`config.mk`:
```
export PLATFORM = sky130hd
export DESIGN_NAME = ppio_port
export DESIGN_NICKNAME = d
export VERILOG_FILES = /design/src/ppio_sync.v /design/src/ppio_port.v
export VERILOG_INCLUDE_DIRS = /design/src
export SDC_FILE = /design/constraint.sdc
export NUM_CORES = 1
export LEC_CHECK = 0
export ABC_AREA = 1
export BUFFER_PORTS_ARGS = -buffer_cell sky130_fd_sc_hd__clkbuf_2
export CELL_PAD_IN_SITES_DETAIL_PLACEMENT = 1
export CELL_PAD_IN_SITES_GLOBAL_PLACEMENT = 1
export CORE_ASPECT_RATIO = 0.75
export CORE_MARGIN = 5
export CORE_UTILIZATION = 25
export DETAILED_ROUTE_END_ITERATION = 6
export HOLD_SLACK_MARGIN = 0.15
export PLACE_DENSITY = 0.78
export SYNTH_ARGS = -nofsm -noshare
export SYNTH_HDL_FRONTEND = slang
export SYNTH_SLANG_ARGS = --single-unit
```
`constraint.sdc`:
```
create_clock -name clock -period 1.42 [get_ports clock]
set_input_delay 0.071 -clock clock [delete_from_list [all_inputs] [get_ports clock]]
set_output_delay 0.071 -clock clock [all_outputs]
set_load 0.005 [all_outputs]
```
`src/ppio_defs.vh`:
```
// constants for the port pin input and override block
`ifndef PPIO_DEFS_VH
`define PPIO_DEFS_VH

// register byte addresses on the ahb-lite slave
`define PPIO_ADDR_OUT 4'h0
`define PPIO_ADDR_DIR 4'h4
`define PPIO_ADDR_PUE 4'h8
`define PPIO_ADDR_PIN 4'hc
// address bits decoded inside the register window
`define PPIO_ADDR_HI 3
// default pin count of one port
`define PPIO_NPINS 4
// htrans encodings used
`define PPIO_HTRANS_NONSEQ 2'b10
`define PPIO_HTRANS_SEQ 2'b11
// reset value of all port registers
`define PPIO_RST_VAL 1'b0

`endif

```
`src/ppio_sync.v`:
```
// two-stage pad synchronizer for one pin
`include "ppio_defs.vh"

module ppio_sync (
  // clock and reset
  input wire clock,
  input wire sys_rst,
  // pad level: gated input, or the raw pad for the wake flag instance
  input wire din,
  // synchronized level
  output reg dout_q
);

  reg stage_q;

  // first stage stands in for the sync latch: open while clock is high,
  // closed on the falling edge; only dout_q reads it
  // half a period to settle is the price of one-period read-back
  always @(negedge clock) begin
    if (sys_rst) begin
      stage_q <= `PPIO_RST_VAL;
    end else begin
      stage_q <= din;
    end
  end

  // sample stage loads the held level on the next rising edge
  always @(posedge clock) begin
    if (sys_rst) begin
      dout_q <= `PPIO_RST_VAL;
    end else begin
      dout_q <= stage_q;
    end
  end

endmodule

```
`src/ppio_port.v`:
```
// one general-purpose i/o port: registers, overrides, input path
//
// The placing of the registers and the AHB-Lite interface to the registers are this design's own decisions.
`include "ppio_defs.vh"

module ppio_port #(
  parameter NPINS = `PPIO_NPINS
) (
  // clock and reset
  input wire clock,
  input wire sys_rst,
  // ahb-lite slave
  input wire hsel,
  input wire [31:0] haddr,
  input wire [1:0] htrans,
  input wire hwrite,
  input wire [2:0] hsize,
  input wire hready,
  input wire [31:0] hwdata,
  output wire [31:0] hrdata,
  output wire hreadyout,
  output wire hresp,
  // pads
  input wire [NPINS-1:0] pad_in,
  output wire [NPINS-1:0] pad_out,
  output wire [NPINS-1:0] pad_oe,
  output wire [NPINS-1:0] pad_pullup_en,
  // sleep controller, shared by all ports
  input wire sleep_deep,
  // per-pin overrides from peripheral modules
  input wire [NPINS-1:0] pullup_override_en,
  input wire [NPINS-1:0] pullup_override_val,
  input wire [NPINS-1:0] direction_override_en,
  input wire [NPINS-1:0] direction_override_val,
  input wire [NPINS-1:0] value_override_en,
  input wire [NPINS-1:0] value_override_val,
  input wire [NPINS-1:0] toggle_override_en,
  input wire [NPINS-1:0] input_gate_override_en,
  input wire [NPINS-1:0] input_gate_override_val,
  // external interrupt enables and wake flag set requests
  input wire [NPINS-1:0] ext_int_pin_en,
  input wire [NPINS-1:0] ext_int_req_en,
  input wire [NPINS-1:0] ext_int_edge_mode,
  output reg [NPINS-1:0] ext_int_wake_set_q,
  // taps to alternate function modules
  output wire [NPINS-1:0] alt_function_input_tap,
  output wire [NPINS-1:0] analog_pad_link
);

  reg [NPINS-1:0] output_latch_bit_q;
  reg [NPINS-1:0] pin_direction_bit_q;
  reg [NPINS-1:0] pullup_select_bit_q;
  wire [NPINS-1:0] pin_sample_bit;
  reg [NPINS-1:0] output_latch_bit_d;
  reg wr_pend_q;
  reg [3:0] wr_addr_q;
  reg rd_pend_q;
  reg [3:0] rd_addr_q;
  reg [31:0] rdata_q;
  reg sleep_deep_q;
  wire [NPINS-1:0] drv_en;
  wire [NPINS-1:0] drv_val;
  wire [NPINS-1:0] in_en;
  wire [NPINS-1:0] gated_in;
  wire [NPINS-1:0] sleep_clamp;
  // ungated pad level after two stages, for the wake flag only
  wire [NPINS-1:0] pad_level_sync;
  wire wr_out;
  wire wr_pin;
  wire addr_phase;

  // one shared write and read strobe set per port
  assign addr_phase = hsel & hready & htrans[1];
  assign wr_out = wr_pend_q & (wr_addr_q == `PPIO_ADDR_OUT);
  assign wr_pin = wr_pend_q & (wr_addr_q == `PPIO_ADDR_PIN);

  // zero wait states, always okay
  assign hreadyout = 1'b1;
  assign hresp = 1'b0;
  assign hrdata = rdata_q;

  // capture address phase for the following data phase
  always @(posedge clock) begin
    if (sys_rst) begin
      wr_pend_q <= 1'b0;
      rd_pend_q <= 1'b0;
      wr_addr_q <= 4'h0;
      rd_addr_q <= 4'h0;
    end else begin
      wr_pend_q <= addr_phase & hwrite;
      rd_pend_q <= addr_phase & ~hwrite;
      wr_addr_q <= haddr[`PPIO_ADDR_HI:0];
      rd_addr_q <= haddr[`PPIO_ADDR_HI:0];
    end
  end

  // read data registered one cycle after the address phase
  always @(posedge clock) begin
    if (sys_rst) begin
      rdata_q <= 32'h0;
    end else if (addr_phase & ~hwrite) begin
      rdata_q <= 32'h0;
      case (haddr[`PPIO_ADDR_HI:0])
        `PPIO_ADDR_OUT: rdata_q[NPINS-1:0] <= output_latch_bit_q;
        `PPIO_ADDR_DIR: rdata_q[NPINS-1:0] <= pin_direction_bit_q;
        `PPIO_ADDR_PUE: rdata_q[NPINS-1:0] <= pullup_select_bit_q;
        `PPIO_ADDR_PIN: rdata_q[NPINS-1:0] <= pin_sample_bit;
        default: rdata_q <= 32'h0;
      endcase
    end
  end

  // output latch next value: write, then toggle by sample write and override
  always @* begin
    output_latch_bit_d = output_latch_bit_q;
    if (wr_out) begin
      output_latch_bit_d = hwdata[NPINS-1:0];
    end
    if (wr_pin) begin
      output_latch_bit_d = output_latch_bit_d ^ hwdata[NPINS-1:0];
    end
    output_latch_bit_d = output_latch_bit_d ^ toggle_override_en;
  end

  // port registers
  always @(posedge clock) begin
    if (sys_rst) begin
      output_latch_bit_q <= {NPINS{`PPIO_RST_VAL}};
      pin_direction_bit_q <= {NPINS{`PPIO_RST_VAL}};
      pullup_select_bit_q <= {NPINS{`PPIO_RST_VAL}};
    end else begin
      output_latch_bit_q <= output_latch_bit_d;
      if (wr_pend_q && wr_addr_q == `PPIO_ADDR_DIR) begin
        pin_direction_bit_q <= hwdata[NPINS-1:0];
      end
      if (wr_pend_q && wr_addr_q == `PPIO_ADDR_PUE) begin
        pullup_select_bit_q <= hwdata[NPINS-1:0];
      end
    end
  end

  // sleep level comes from same clock domain, so no synchronizer
  always @(posedge clock) begin
    if (sys_rst) begin
      sleep_deep_q <= 1'b0;
    end else begin
      sleep_deep_q <= sleep_deep;
    end
  end

  // output drive; reset gates drivers combinationally, no clock needed
  assign drv_en = sys_rst ? {NPINS{1'b0}} :
    ((direction_override_en & direction_override_val) |
     (~direction_override_en & pin_direction_bit_q));
  assign drv_val = (value_override_en & value_override_val) |
    (~value_override_en & output_latch_bit_q);
  assign pad_oe = drv_en;
  assign pad_out = drv_val & drv_en;

  // pull-up, forced off throughout reset
  assign pad_pullup_en = sys_rst ? {NPINS{1'b0}} :
    ((pullup_override_en & pullup_override_val) |
     (~pullup_override_en & pullup_select_bit_q));

  // clamp in deep sleep unless an enabled external interrupt pin
  assign sleep_clamp = {NPINS{sleep_deep}} & ~(ext_int_pin_en & ext_int_req_en);
  assign in_en = (input_gate_override_en & input_gate_override_val) |
    (~input_gate_override_en & ~sleep_clamp);
  assign gated_in = pad_in & in_en;

  // raw taps before the synchronizer: alternate input after the gate, analog link before it
  assign alt_function_input_tap = gated_in;
  assign analog_pad_link = pad_in;

  // the sleep level falling on wake produces the edge the flag logic expects
  always @(posedge clock) begin
    if (sys_rst) begin
      ext_int_wake_set_q <= {NPINS{1'b0}};
    end else begin
      ext_int_wake_set_q <= {NPINS{sleep_deep_q & ~sleep_deep}} & pad_level_sync &
        ext_int_pin_en & ~ext_int_req_en & ext_int_edge_mode;
    end
  end

  // two synchronizers per pin, gated input and raw wake level; software drive shows one period later
  genvar gi;
  generate
    for (gi = 0; gi < NPINS; gi = gi + 1) begin : g_sync
      ppio_sync u_sync (
        .clock(clock),
        .sys_rst(sys_rst),
        .din(gated_in[gi]),
        .dout_q(pin_sample_bit[gi])
      );
      // raw pad must not reach flag logic unsynchronized
      ppio_sync u_wake_sync (
        .clock(clock),
        .sys_rst(sys_rst),
        .din(pad_in[gi]),
        .dout_q(pad_level_sync[gi])
      );
    end
  endgenerate

endmodule

```
Word level (Yosys, flattened, before mapping)
Index checks and enable logic that the tools add are counted.
{ "totals": {"register_bits": 42, "input_bits": 127, "out_inout_bits": 58, "word_cells": 77} }
{ "classes": {"reduce_logical": 4, "n_eq_ne": 6, "bitwise_logic": 38, "mux": 5} }
{ "ops": {"columns": ["op", "count"], "rows": [
  ["bitwise AND 4 bit", 16],
  ["inverter 4 bit", 7],
  ["equality test 4 bit (second input constant)", 4],
  ["2-to-1 mux 4 bit", 4],
  ["OR 4 bit", 4],
  ["one-hot mux 4 bit (4 select lines)", 1],
  ["equality test 4 x 3 -> 1 bit (second input constant)", 2],
  ["logical NOT 4 bit", 2],
  ["bitwise XOR 4 bit", 2],
  ["bitwise AND 1 bit", 7],
  ["logical AND 1 bit", 2],
  ["inverter 1 bit", 2]
]} }

Depth between registers and ports, before layout
{ "logic_depth": {"depth_word": 7, "depth_mapped": 8, "ltp_nobuf": 8} }

Modules after synthesis
Synthesis repeated with hierarchy kept, for this count alone.
{ "hier_totals": {"hier_cells": 323, "hier_area_um2": 2225.9} }
{ "modules_own_cells": {"columns": ["mod", "n_inst", "cells_each", "area_per_inst_um2", "seq_area_each_um2"], "rows": [
  ["ppio_port", 1, 267, 1755.4, 520.5],
  ["ppio_sync", 8, 7, 58.8, 40.0]
]} }

==> results.yml <==
outcome:
  outcome: "finished, final reports clean"
setup_path:
  cp.arrival_ps: 1560
  critical_path_required_ps: 1610
  r2r-end: "output_latch_bit_q[2]$_SDFF_PP0_"
  worstReg2RegStart: "wr_addr_q[1]$_SDFF_PP0_"
  path_class: "in -> reg"
  r2r_slack_ps: 90
  startpoint_type: "input pin"
  cp_max_fo: 1
  rr_worst_depth: 7
  endpoint_kind: "flop"
global_route:
  antenna_found_initial: 0
  grt_pass1_vias: 2530
  grt_start_max_net_pins: 30
  track_usage_pct: 13.1
  grt_pass1_wl_mm: 11.9
  grt_overflow: 0
sta:
  drv_slew: 0
  holdWs_ps: 199
  final.setup.tns_ps: 0
  worst_pin_slew_ps: 544
  fin_skew_ps: 87.7
  timing.slew.headroom_pct: 63.7
  fmax_mhz: 732
  fin_crit_ps: 1370
  setup_viol: 0
  hold_violations: 0
  rsz0062_at_grt: "yes"
  post-route-period-util_pct: 96.2
yosys:
  synth.ff_latch_count: 42
  syn_area_per_cell_sq_um: 6.99
  synth-seq-area-share_pct: 37.7
  syn_area_sq_um: 2230
  ys_types: 22
  syn-instance-count: 319
  synth-warning-count: 0
routing:
  drc: 0
  routedWlPerCell_microns: 14.5
  antenna_left: 0
  firstDrtPassIters: 4
  first_iter_violations: 92
  via_per_inst: 4.53
  num_vias: 2490
  wirelength_mm: 7.98
finish:
  finalNonFillerCells: 550
  mostFrequentLayoutCells: "92 x clkbuf_2, 47 x nor2_1, 46 x inv_1, 42 x dfxtp_1, 34 x nand2_1"
  drive_above_1_share_pct: 27.4
  area_growth_pct: 40.9
  nNetsFinal: 568
  design_area_sq_um: 3140
  antenna_cells: 0
  final_common_cell: "clkbuf_2"
  fillerInstances: 1103
floorplan:
  die_w_microns: 119
  die_y_microns: 91.8
  core_region_area_sq_um: 8560
  design.portCount: 185
  initial_core_util_pct: 26.0
  core.rowCount: 29
  die-area_sq_um: 10900
cts:
  clock_latency_ps: 370
  root_buffer: "clkbuf_16"
  cts_made_buffers: 5
  clockBufferDepth: 2
  cts_tree: "done"
  cts.sinks: 42
  ctsHtreeMaxLevel: 2
  path_clk_slew_ps: 60
hold_path:
  whs_endpoint: "sleep_deep_q$_SDFF_PP0_"
  hp-class: "in -> reg"
  min_from: "sleep_deep"
  min_path_cells: 4
power_and_ir_drop:
  p_per_area_nw_per_um2: 942
  ir_worst_vdd_v: 0.000452
  p_leak_nw: 1.60
placed_design:
  gp_congestion: 0.799
  hpwl_mm: 5.72
  dpl_cell_area_sq_um: 2640
  port_buffers: 94
  dp.cells: 506
run:
  drv_cap: 0
## how the worst max path moves through the flow
stage	start	to	slack, ps	cells after the start
floorplan	sys_rst	g_sync[0].u_wake_sync.stage_q$_SDFF_NP0_	10	3
global placement	sleep_deep	g_sync[3].u_sync.stage_q$_SDFF_NP0_	-90	4
CTS	haddr[1]	hrdata[1]$_SDFFE_PP0P_	5	7
detailed placement	sleep_deep	g_sync[3].u_sync.stage_q$_SDFF_NP0_	-50	4
finish	ext_int_edge_mode[1]	ext_int_wake_set_q[1]$_SDFF_PP0_	50	5
global route	wr_addr_q[1]$_SDFF_PP0_	pin_direction_bit_q[1]$_SDFFE_PP0P_	-30	6
## through the flow
| stage | setup slack, ps | power (mW) | utilization, % |
|---|---|---|---|
| final | 54.0 | 2.96 | 36.7 |
| after global routing | -31.8 | 3.10 | 36.7 |
| after CTS | 4.81 | 2.94 | 35.8 |
| after detailed placement | -48.1 | 1.67 | 30.8 |
| after global placement | -86.4 | 1.65 | 30.8 |
| after floorplan | 11.9 | 1.56 | - |
## per-layer routing
metal / vias to the layer above / part of all wire [%] / track usage, %
li1: 1219 / - / -
met1: 1183 / 43 / 16.3
met2: 80 / 51 / 23.5
met3: 8 / 4.8 / 2.03
met4: 0 / 1.5 / 3.38
met5: - / 0 / 0
## area by class of cell
class | instances | area, sq um | area share (%)
timing repair buffer | 127 | 806 | 25.7
clock buffer | 5 | 125 | 3.98
tap | 108 | 135 | 4.30
inverter | 41 | 155 | 4.94
multi-input combinational | 216 | 1020 | 32.5
sequential | 42 | 841 | 26.8
clock inverter | 11 | 56.3 | 1.79
## cells in the mapped netlist
master    number  share of area (%)
nor2_1        47                7.9
dfxtp_1       42                 38
buf_4         39                 13
inv_1         39                6.6
nand2_1       34                5.7
a21oi_1       32                7.2
nand4_1       20                5.6
nand3_1       17                3.8
o21ai_0       12                2.7
nor3_1        11                2.5
nor4_1         5                1.4
buf_2          4               0.90
o21ai_1        4               0.90
buf_6          2                1.0
conb_1         2               0.34
inv_2          2               0.34
nor2_4         2                1.0
buf_1          1               0.17
clkbuf_1       1               0.17
clkinv_2       1               0.22
nand3_2        1               0.45
nor2_2         1               0.28
## where the power goes
part	switching (mW)	internal [mW]	total [mW]
Clock	0.572	0.694	1.27
Combinational	0.251	0.206	0.457
Sequential	0.0175	1.22	1.24
Total	0.840	2.12	2.96
## registers in the layout, summed over array words and instances, names as in the netlist
signal	count
hrdata	4
ext_int_wake_set_q	4
g_sync.u_sync.stage_q	4
g_sync.u_wake_sync.stage_q	4
pin_direction_bit_q	4
g_sync.u_sync.dout_q	4
g_sync.u_wake_sync.dout_q	4
wr_pend_q	1
sleep_deep_q	1
output_latch_bit_q	4
wr_addr_q	4
pullup_select_bit_q	4
## cells by family after synthesis
| family | count (synthesis) | synth area share [%] |
|---|---|---|
| AO/OA/AOI/OAI | 48 | 10.8 |
| buffers and inverters | 89 | 22.5 |
| flip-flops | 42 | 37.7 |
| other | 2 | 0.337 |
| AND/OR/NAND/NOR | 138 | 28.7 |
## critical path, cell delays in order
cell and delay (ps):
dlygate4sd3_1 560, clkbuf_2 110, nand2_1 40, dlygate4sd3_1 540, nor3_1 230
## what timing repair did
item / in CTS / in global routing
resized for setup: 0 / 9
setup endpoints to repair: 0 / 16
setup buffers: 0 / 6
endpoints found under the hold margin: 19 / 0
hold buffers: 25 / 0
No activity file was read; power rests on OpenSTA's default activity.
